[src/hw/plic_pkg.sv]
// Constants and types shared by the indicator control block
package plic_pkg;
    // ----------------------------------------------------------------
    // Register offsets
    // ----------------------------------------------------------------
    localparam logic [7:0] ADDR_ADV = 8'h04;
    localparam logic [7:0] ADDR_IND_CTL = 8'h18;
    localparam logic [7:0] ADDR_PHY_CTL = 8'h19;
    localparam logic [7:0] ADDR_XIND_CTL = 8'h25;
    // ----------------------------------------------------------------
    // Field positions and implemented bits
    // ----------------------------------------------------------------
    localparam int IND_RATE_LO = 9;
    localparam int IND_POL_LO = 6;
    localparam int PHY_MODE_LO = 5;
    localparam int XIND_EN_BIT = 0;
    localparam int XIND_ROUTE_LO = 1;
    localparam int XIND_MODE_LO = 3;
    localparam int ADV_LO = 5;
    localparam logic [15:0] IND_CTL_MASK = 16'h07c0;
    localparam logic [15:0] PHY_CTL_MASK = 16'h0060;
    localparam logic [15:0] XIND_CTL_MASK = 16'h007f;
    localparam logic [15:0] ADV_MASK = 16'h01e0;
    // ----------------------------------------------------------------
    // Values after reset
    // ----------------------------------------------------------------
    localparam logic [15:0] IND_CTL_RST = 16'h0000;
    localparam logic [15:0] PHY_CTL_RST = 16'h0000;
    localparam logic [15:0] XIND_CTL_RST = 16'h0000;
    localparam logic [15:0] ADV_RST = 16'h01e0;
    // ----------------------------------------------------------------
    // Timing
    // ----------------------------------------------------------------
    localparam int CLK_HZ = 10_000_000;
    localparam int BLINK_BASE_HZ = 5;
    localparam int BLINK_HALF_CYC = CLK_HZ / (2 * BLINK_BASE_HZ);
    localparam int STRETCH_MS = 50;
    localparam int STRETCH_CYC = (CLK_HZ / 1000) * STRETCH_MS;
    localparam int SETTLE_CYC = 4;
    // ----------------------------------------------------------------
    // Codes
    // ----------------------------------------------------------------
    localparam logic [1:0] RATE_5HZ = 2'h0;
    localparam logic [1:0] RATE_10HZ = 2'h1;
    localparam logic [1:0] RATE_20HZ = 2'h2;
    localparam logic [1:0] RATE_2HZ5 = 2'h3;
    localparam logic [1:0] ROUTE_LINK = 2'h0;
    localparam logic [1:0] ROUTE_RATE = 2'h1;
    localparam logic [1:0] ROUTE_ACT = 2'h2;
    localparam logic [1:0] ROUTE_COL = 2'h3;
    localparam logic [3:0] XM_LINK = 4'h0;
    localparam logic [3:0] XM_ACT = 4'h1;
    localparam logic [3:0] XM_TX = 4'h2;
    localparam logic [3:0] XM_RX = 4'h3;
    localparam logic [3:0] XM_COL = 4'h4;
    localparam logic [3:0] XM_FAST = 4'h5;
    localparam logic [3:0] XM_SLOW = 4'h6;
    localparam logic [3:0] XM_FDX = 4'h7;
    localparam logic [3:0] XM_BLINK = 4'h8;
    localparam logic [3:0] XM_STRETCH = 4'h9;
    localparam logic [3:0] XM_FFD_LINK = 4'ha;
    typedef enum logic [2:0] {
        ST_WAIT = 3'b001,
        ST_SAMPLE = 3'b010,
        ST_RUN = 3'b100
    } plic_state_t;
endpackage

[src/hw/plic_pin_sync.sv]
// Three-stage synchroniser with agreement filter for pin levels
`timescale 1ns/10ps
module plic_pin_sync #(
    parameter int WIDTH = 4
) (
    input wire logic mclk,
    input wire logic rst_n,
    input wire logic [WIDTH-1:0] pin_level,
    output logic [WIDTH-1:0] level
);
    logic [WIDTH-1:0] s1_ff;
    logic [WIDTH-1:0] s2_ff;
    logic [WIDTH-1:0] s3_ff;
    logic [WIDTH-1:0] level_ff;
    // ----------------------------------------------------------------
    // Per-bit chain; first stage feeds only the second
    // ----------------------------------------------------------------
    for (genvar i = 0; i < WIDTH; i++) begin : g_bit
        always_ff @(posedge mclk or negedge rst_n) begin
            if (!rst_n) begin
                s1_ff[i] <= 1'b0;
                s2_ff[i] <= 1'b0;
                s3_ff[i] <= 1'b0;
                level_ff[i] <= 1'b0;
            end else begin
                s1_ff[i] <= pin_level[i];
                s2_ff[i] <= s1_ff[i];
                s3_ff[i] <= s2_ff[i];
                // Glitch guard: change only once two stages agree
                if (s2_ff[i] == s3_ff[i]) begin
                    level_ff[i] <= s3_ff[i];
                end
            end
        end
    end
    assign level = level_ff;
endmodule // plic_pin_sync

[src/hw/plic_top.sv]
// Status indicator pins, strap capture and indicator registers
// ------------------------------------------------------------------
// ------------------------------------------------------------------
`timescale 1ns/10ps
module plic_top
    import plic_pkg::*;
#(
    parameter int BLINK_HALF = plic_pkg::BLINK_HALF_CYC,
    parameter int STRETCH = plic_pkg::STRETCH_CYC,
    parameter int CNT_W = 24
) (
    input wire logic mclk,
    input wire logic nrst,
    input wire logic link_good,
    input wire logic speed_100,
    input wire logic full_duplex,
    input wire logic tx_active,
    input wire logic rx_active,
    input wire logic collision,
    input wire logic link_indicator_pin_level,
    output logic link_indicator_pin_drive,
    output logic link_indicator_pin_oe,
    input wire logic rate_indicator_pin_level,
    output logic rate_indicator_pin_drive,
    output logic rate_indicator_pin_oe,
    input wire logic activity_indicator_pin_level,
    output logic activity_indicator_pin_drive,
    output logic activity_indicator_pin_oe,
    input wire logic indicator_mode_select,
    output logic collision_pin_drive,
    output logic collision_pin_oe,
    input wire logic [7:0] reg_addr,
    input wire logic reg_wr,
    input wire logic [15:0] reg_wdata,
    output logic [15:0] reg_rdata,
    output logic [3:0] adv_ability,
    output logic autoneg_enable
);
    import plic_pkg::*;

    // ----------------------------------------------------------------
    // Reset release
    // ----------------------------------------------------------------
    logic rst_a_ff;
    logic rst_n_ff;
    always_ff @(posedge mclk or negedge nrst) begin
        if (!nrst) begin
            rst_a_ff <= 1'b0;
            rst_n_ff <= 1'b0;
        end else begin
            rst_a_ff <= 1'b1;
            rst_n_ff <= rst_a_ff;
        end
    end

    // ----------------------------------------------------------------
    // Strap sampling
    // ----------------------------------------------------------------
    logic [3:0] pin_sync;
    plic_pin_sync #(.WIDTH(4)) u_sync (
        .mclk(mclk),
        .rst_n(rst_n_ff),
        .pin_level({indicator_mode_select, activity_indicator_pin_level,
                    rate_indicator_pin_level, link_indicator_pin_level}),
        .level(pin_sync)
    );
    wire strap_low = pin_sync[0];
    wire strap_high = pin_sync[1];
    wire strap_en = pin_sync[2];
    wire strap_mode = pin_sync[3];

    plic_state_t state_ff;
    plic_state_t nxt_state;
    logic [2:0] settle_ff;
    wire settled = (settle_ff == 3'(SETTLE_CYC - 1));
    wire capture = (state_ff == ST_SAMPLE);
    wire running = (state_ff == ST_RUN);
    always_comb begin
        case (state_ff)
            ST_WAIT: nxt_state = settled ? ST_SAMPLE : ST_WAIT;
            ST_SAMPLE: nxt_state = ST_RUN;
            ST_RUN: nxt_state = ST_RUN;
            default: nxt_state = ST_WAIT;
        endcase
    end
    always_ff @(posedge mclk or negedge rst_n_ff) begin
        if (!rst_n_ff) begin
            state_ff <= ST_WAIT;
            settle_ff <= 3'h0;
        end else begin
            state_ff <= nxt_state;
            settle_ff <= settled ? settle_ff : settle_ff + 3'h1;
        end
    end

    // Pins stay undriven until their strap level is taken
    logic [3:0] strap_adv;
    always_comb begin
        case ({strap_en, strap_high, strap_low})
            3'b000: strap_adv = 4'h1;
            3'b001: strap_adv = 4'h2;
            3'b010: strap_adv = 4'h4;
            3'b011: strap_adv = 4'h8;
            3'b100: strap_adv = 4'h3;
            3'b101: strap_adv = 4'hc;
            3'b110: strap_adv = 4'h5;
            default: strap_adv = 4'hf;
        endcase
    end

    // ----------------------------------------------------------------
    // Registers
    // ----------------------------------------------------------------
    logic [15:0] ind_ctl_ff;
    logic [15:0] phy_ctl_ff;
    logic [15:0] xind_ctl_ff;
    logic [15:0] adv_ff;
    logic autoneg_strap_enable_ff;
    logic [15:0] rdata_ff;
    wire wr_ind = reg_wr && (reg_addr == ADDR_IND_CTL);
    wire wr_phy = reg_wr && (reg_addr == ADDR_PHY_CTL);
    wire wr_xind = reg_wr && (reg_addr == ADDR_XIND_CTL);
    wire wr_adv = reg_wr && (reg_addr == ADDR_ADV);
    wire [15:0] phy_strapped = {phy_ctl_ff[15:PHY_MODE_LO+1], strap_mode, phy_ctl_ff[PHY_MODE_LO-1:0]};
    wire [15:0] nxt_phy_ctl = capture ? phy_strapped : wr_phy ? (reg_wdata & PHY_CTL_MASK) : phy_ctl_ff;
    wire [15:0] nxt_adv = capture ? {7'h00, strap_adv, 5'h00} : wr_adv ? (reg_wdata & ADV_MASK) : adv_ff;
    wire [15:0] nxt_rdata = (reg_addr == ADDR_IND_CTL) ? ind_ctl_ff :
                            (reg_addr == ADDR_PHY_CTL) ? phy_ctl_ff :
                            (reg_addr == ADDR_XIND_CTL) ? xind_ctl_ff :
                            (reg_addr == ADDR_ADV) ? adv_ff : 16'h0000;
    always_ff @(posedge mclk or negedge rst_n_ff) begin
        if (!rst_n_ff) begin
            ind_ctl_ff <= IND_CTL_RST;
            phy_ctl_ff <= PHY_CTL_RST;
            xind_ctl_ff <= XIND_CTL_RST;
            adv_ff <= ADV_RST;
            autoneg_strap_enable_ff <= 1'b1;
            rdata_ff <= 16'h0000;
        end else begin
            ind_ctl_ff <= wr_ind ? (reg_wdata & IND_CTL_MASK) : ind_ctl_ff;
            phy_ctl_ff <= nxt_phy_ctl;
            xind_ctl_ff <= wr_xind ? (reg_wdata & XIND_CTL_MASK) : xind_ctl_ff;
            adv_ff <= nxt_adv;
            autoneg_strap_enable_ff <= capture ? strap_en : autoneg_strap_enable_ff;
            rdata_ff <= nxt_rdata;
        end
    end

    // ----------------------------------------------------------------
    // Field decode
    // ----------------------------------------------------------------
    wire [1:0] blink_rate = ind_ctl_ff[IND_RATE_LO +: 2];
    wire [2:0] pol = ind_ctl_ff[IND_POL_LO +: 3];
    wire mode1 = phy_ctl_ff[PHY_MODE_LO];
    wire mode3 = !phy_ctl_ff[PHY_MODE_LO] && phy_ctl_ff[PHY_MODE_LO+1];
    wire x_en = xind_ctl_ff[XIND_EN_BIT];
    wire [1:0] x_route = xind_ctl_ff[XIND_ROUTE_LO +: 2];
    wire [3:0] x_mode = xind_ctl_ff[XIND_MODE_LO +: 4];

    // ----------------------------------------------------------------
    // Blink and stretch timers
    // ----------------------------------------------------------------
    // Timers run from the core clock so brief bursts stay visible
    logic [CNT_W-1:0] blink_cnt_ff;
    logic blink_ph_ff;
    logic [CNT_W-1:0] stretch_ff;
    wire [CNT_W-1:0] half_base = CNT_W'(BLINK_HALF);
    wire [CNT_W-1:0] half_lim = (blink_rate == RATE_10HZ) ? (half_base >> 1) :
                                (blink_rate == RATE_20HZ) ? (half_base >> 2) :
                                (blink_rate == RATE_2HZ5) ? (half_base << 1) : half_base;
    wire blink_wrap = (blink_cnt_ff >= half_lim - CNT_W'(1));
    wire any_act = tx_active || rx_active;
    wire stretched = (stretch_ff != '0);
    always_ff @(posedge mclk or negedge rst_n_ff) begin
        if (!rst_n_ff) begin
            blink_cnt_ff <= '0;
            blink_ph_ff <= 1'b0;
            stretch_ff <= '0;
        end else begin
            blink_cnt_ff <= blink_wrap ? '0 : blink_cnt_ff + CNT_W'(1);
            blink_ph_ff <= blink_wrap ? !blink_ph_ff : blink_ph_ff;
            stretch_ff <= any_act ? CNT_W'(STRETCH) : stretched ? stretch_ff - CNT_W'(1) : stretch_ff;
        end
    end

    // ----------------------------------------------------------------
    // Indicator functions
    // ----------------------------------------------------------------
    // Link dark for half a blink period while activity persists
    wire link_blink = link_good && !(stretched && blink_ph_ff);
    wire link_on = mode1 ? link_good : link_blink;
    wire rate_on = speed_100;
    wire act_on = mode1 ? stretched : mode3 ? full_duplex : collision;
    logic x_on;
    always_comb begin
        case (x_mode)
            XM_LINK: x_on = link_good;
            XM_ACT: x_on = any_act;
            XM_TX: x_on = tx_active;
            XM_RX: x_on = rx_active;
            XM_COL: x_on = collision;
            XM_FAST: x_on = speed_100;
            XM_SLOW: x_on = !speed_100;
            XM_FDX: x_on = full_duplex;
            XM_BLINK: x_on = link_blink;
            XM_STRETCH: x_on = stretched;
            XM_FFD_LINK: x_on = link_good && speed_100 && full_duplex;
            default: x_on = 1'b0;
        endcase
    end
    // Route: extra indicator takes over one pin when enabled
    wire x_link = x_en && (x_route == ROUTE_LINK);
    wire x_rate = x_en && (x_route == ROUTE_RATE);
    wire x_act = x_en && (x_route == ROUTE_ACT);
    wire x_col = x_en && (x_route == ROUTE_COL);
    // Pin level is on when the polarity bit says on is high
    wire nxt_link_pin = (x_link ? x_on : link_on) ~^ pol[0];
    wire nxt_rate_pin = (x_rate ? x_on : rate_on) ~^ pol[1];
    wire nxt_act_pin = (x_act ? x_on : act_on) ~^ pol[2];
    wire nxt_col_pin = x_col ? x_on : collision;

    logic [2:0] pin_ff;
    logic [2:0] oe_ff;
    logic col_ff;
    logic col_oe_ff;
    always_ff @(posedge mclk or negedge rst_n_ff) begin
        if (!rst_n_ff) begin
            pin_ff <= 3'h0;
            oe_ff <= 3'h0;
            col_ff <= 1'b0;
            col_oe_ff <= 1'b0;
        end else begin
            pin_ff <= {nxt_act_pin, nxt_rate_pin, nxt_link_pin};
            oe_ff <= {3{running}};
            col_ff <= nxt_col_pin;
            col_oe_ff <= 1'b1;
        end
    end

    assign link_indicator_pin_drive = pin_ff[0];
    assign rate_indicator_pin_drive = pin_ff[1];
    assign activity_indicator_pin_drive = pin_ff[2];
    assign link_indicator_pin_oe = oe_ff[0];
    assign rate_indicator_pin_oe = oe_ff[1];
    assign activity_indicator_pin_oe = oe_ff[2];
    assign collision_pin_drive = col_ff;
    assign collision_pin_oe = col_oe_ff;
    assign reg_rdata = rdata_ff;
    assign adv_ability = adv_ff[ADV_LO +: 4];
    assign autoneg_enable = autoneg_strap_enable_ff;
endmodule // plic_top
[config.mk]
export PLATFORM = sky130hd
export DESIGN_NAME = plic_top
export DESIGN_NICKNAME = d
export VERILOG_FILES = /design/src/hw/plic_pkg.sv /design/src/hw/plic_pin_sync.sv /design/src/hw/plic_top.sv
export SDC_FILE = /design/constraint.sdc
export NUM_CORES = 1
export LEC_CHECK = 0
export BUFFER_PORTS_ARGS = -buffer_cell sky130_fd_sc_hd__clkbuf_2
export CORE_ASPECT_RATIO = 0.6
export CORE_MARGIN = 8
export CORE_UTILIZATION = 44
export DETAILED_ROUTE_END_ITERATION = 8
export GPL_TIMING_DRIVEN = 0
export PLACE_DENSITY = 0.71
export SLEW_MARGIN = 20
export SYNTH_ARGS = -nofsm -noshare
export SYNTH_HDL_FRONTEND = slang
export SYNTH_SLANG_ARGS = --single-unit
[constraint.sdc]
create_clock -name mclk -period 3.33 [get_ports mclk]
set_input_delay 0.666 -clock mclk [delete_from_list [all_inputs] [get_ports mclk]]
set_output_delay 0.666 -clock mclk [all_outputs]
set_load 0.03 [all_outputs]
==> out/metrics.csv <==
metric,value,unit
CP max FO,10,
DRT antenna net count,0,
Worst Path Buf+Inv,3,
final core utilization,52.05,%
status,completed,
Die Span X,158.1,µm
Worst-Skew Late Latency,0.35,ns
initial antenna violation count,0,
Final Critical Period,2.962,ns
Worst path max stage delay,0.47,ns
RSZ-0062 raised after global routing,false,
period utilization,88.95,%
Post-synth EDFFs,0,
Routed WL,11600,µm
Setup Viol. Count Final,0,
Post-Syn Area per Cell,10.74,µm²
Max Cap Viol,0,
CTS hold repair buffers,0,
R2R Path End,blink_cnt_ff[13],
H-tree levels,3,
"commonest non-fill, non-tap cell in the layout",dfrtp_1,
static leakage power,2.839,nW
total clock buffers created by CTS,9,
FF-to-FF setup slack,0.37,ns
Highest Clock Rate,337.6,MHz
number of global-route vias before repair,3853,
Clock Skew,0.008604,ns
Peak VDD IR,273.5,µV
Reg-to-Reg Start,ind_ctl_ff[9],
Mapped Area,0.005329,mm²
Top Ports,66,
WP data required,3.60,ns
leading area contributor after synthesis,dfrtp_1,
Routed wire per std cell,15.63,µm
"Hold Violations, Final",0,
Reg area,0.002739,mm²
DR vias/cell,5.212,
"delay-heaviest family, CP",compound AO/OA/AOI/OAI gates,
CTS tree,built,
Setup TNS,0,ns
Rel. slew slack,30.71,%
post-DP HPWL,8690,µm
Startpoint Class,flip-flop,
Rows,31,
wire length of the first global-routing pass,19440,µm
layout cell share with drive strength beyond 1,18.72,%
DR vias,3867,
pin count of the biggest net entering global routing,53,
fillers,1090,
Power per Cell Area,459.4,mW/mm²
clock sinks,109,
"top cells by area, synth","dfrtp_1, ha_1, nor2_1",
CP Data Arrival Time,3.24,ns
post-route insts no fill,742,
"Slowest-stage cell, CP",dfrtp_1,
total congestion overflow,0,
cells along the critical path,"inv_1, ha_1, ha_1, a211oi_1, o21ai_0, a221oi_1, nor4_1, or3_1, clkbuf_1, clkbuf_1, nor2_1",
Gate Count Post-Synth,496,
synth unique cells,53,
Worst Tran Pin Value,1.031,ns
global-route usage over all layers,15.35,%
Yosys top cell area share,48.37,%
initial DRC count,196,
TritonRoute pass-1 iters,5,
"Clk pin slew, worst setup/hold paths",0.07,ns
post-CTS resize count,0,
Die ar.,0.01600,mm²
final setup margin,0.3679,ns
Yosys Warn Count,0,
Setup Buffers After CTS,0,
most frequent cells in the layout,"dfrtp_1, nor2_1, clkbuf_2",
Synth Flop Type,dfrtp_1,
CP Capture Type,flip-flop,
number of max-slew violations in the final report,0,
global placer's final weighted congestion,0.8856,
sequential share of the synthesized area,51.33,%
worst min path class,primary input to asynchronous set/reset pin,
core region area,0.01195,mm²
Buffers on Ports,55,
Placed Cells,726,
Seq cells post-synth,109,
worst setup path class,flip-flop to flip-flop,
clock root cell,clkbuf_16,
antenna cells,0,
Nets,639,
Starting Density,44.61,%
Chip Height,101.2,µm
Post-synth ARST share,100.0,%
DRC Markers,0,
multi-input logic area,0.002454,mm²
length in cells of the worst reg-to-reg path,11,
Longest Clk Path Bufs,2,
DP Worst Slack,0.4287,ns
P&R area growth vs syn,16.69,%
## sequential cells by signal (all words and copies together), names as in the netlist, 2 cells and up
register	flops
stretch_ff	24
blink_cnt_ff	24
pin_ff	3
u_sync.level	4
ind_ctl_ff	5
u_sync.s2_ff	4
phy_ctl_ff	2
xind_ctl_ff	7
reg_rdata	11
u_sync.s1_ff	4
u_sync.s3_ff	4
settle_ff	3
adv_ff	4
state_ff	3
## logic make-up after synthesis
family / share of synthesized area (%)
AOI/OAI and AO/OA: 7.091
xor gates and xnor gates: 6.739
adders and majority gates: 7.795
buffers and inverters: 3.193
DFF: 51.33
muxes: 4.860
other: 0.1409
and+or+nand+nor: 18.85
## how the worst max path moves through the flow
stage | from | slack [ns] | end | cells after the start
after floorplan | rst_n_ff | 0.08 | blink_cnt_ff[0] | 0
after global placement | rst_n_ff | -1.09 | xind_ctl_ff[4] | 0
after detailed placement | ind_ctl_ff[9] | 0.43 | blink_cnt_ff[4] | 11
after CTS | ind_ctl_ff[9] | 0.38 | blink_cnt_ff[13] | 11
after global routing | ind_ctl_ff[9] | 0.14 | blink_cnt_ff[13] | 11
final | ind_ctl_ff[9] | 0.37 | blink_cnt_ff[13] | 11
## stage by stage
step,cell area (µm²),hold WS (ns),power [mW]
after global placement,5841,0.3338,1.708
after global routing,6218,0.07930,2.991
final,6218,0.09634,2.857
after detailed placement,5892,0.2546,1.727
after floorplan,5359,0.3312,1.624
after CTS,6218,0.08753,2.894
## metal layers
metal	share of wire, %	global-route usage, %	up-vias	wire (µm)
met4	2.5	5.912	0	291
li1	-	-	1868	-
met5	0	0	-	0
met2	43	22.84	101	5024
met3	6.1	4.005	19	708
met1	48	21.12	1879	5576
## synthesized netlist by cell type (11+ instances only)
master	n
inv_1	19
and2_1	11
nand3_1	18
dfrtp_1	103
mux2_2	15
nand2_1	29
a21oi_1	16
ha_1	30
xnor2_1	16
nor2_1	61
xor2_1	25
## final cells by class
| type | count | share of cell area (%) |
|---|---|---|
| Buffer | 19 | 1.590 |
| Inverter | 19 | 1.147 |
| Timing Repair Buffer | 57 | 5.191 |
| Clock inverter | 5 | 1.348 |
| Tap cell | 165 | 3.320 |
| Sequential cell | 109 | 44.04 |
| Multi-Input combinational cell | 357 | 39.46 |
| Clock buffer | 11 | 3.903 |
## where the power goes
group | total (mW) | internal [mW] | switching, mW
clock | 1.15 | 0.681 | 0.472
sequential | 1.43 | 1.38 | 0.0517
combinational | 0.271 | 0.103 | 0.169
total | 2.86 | 2.16 | 0.693
Note: power is estimated with default switching activity, not from simulation.
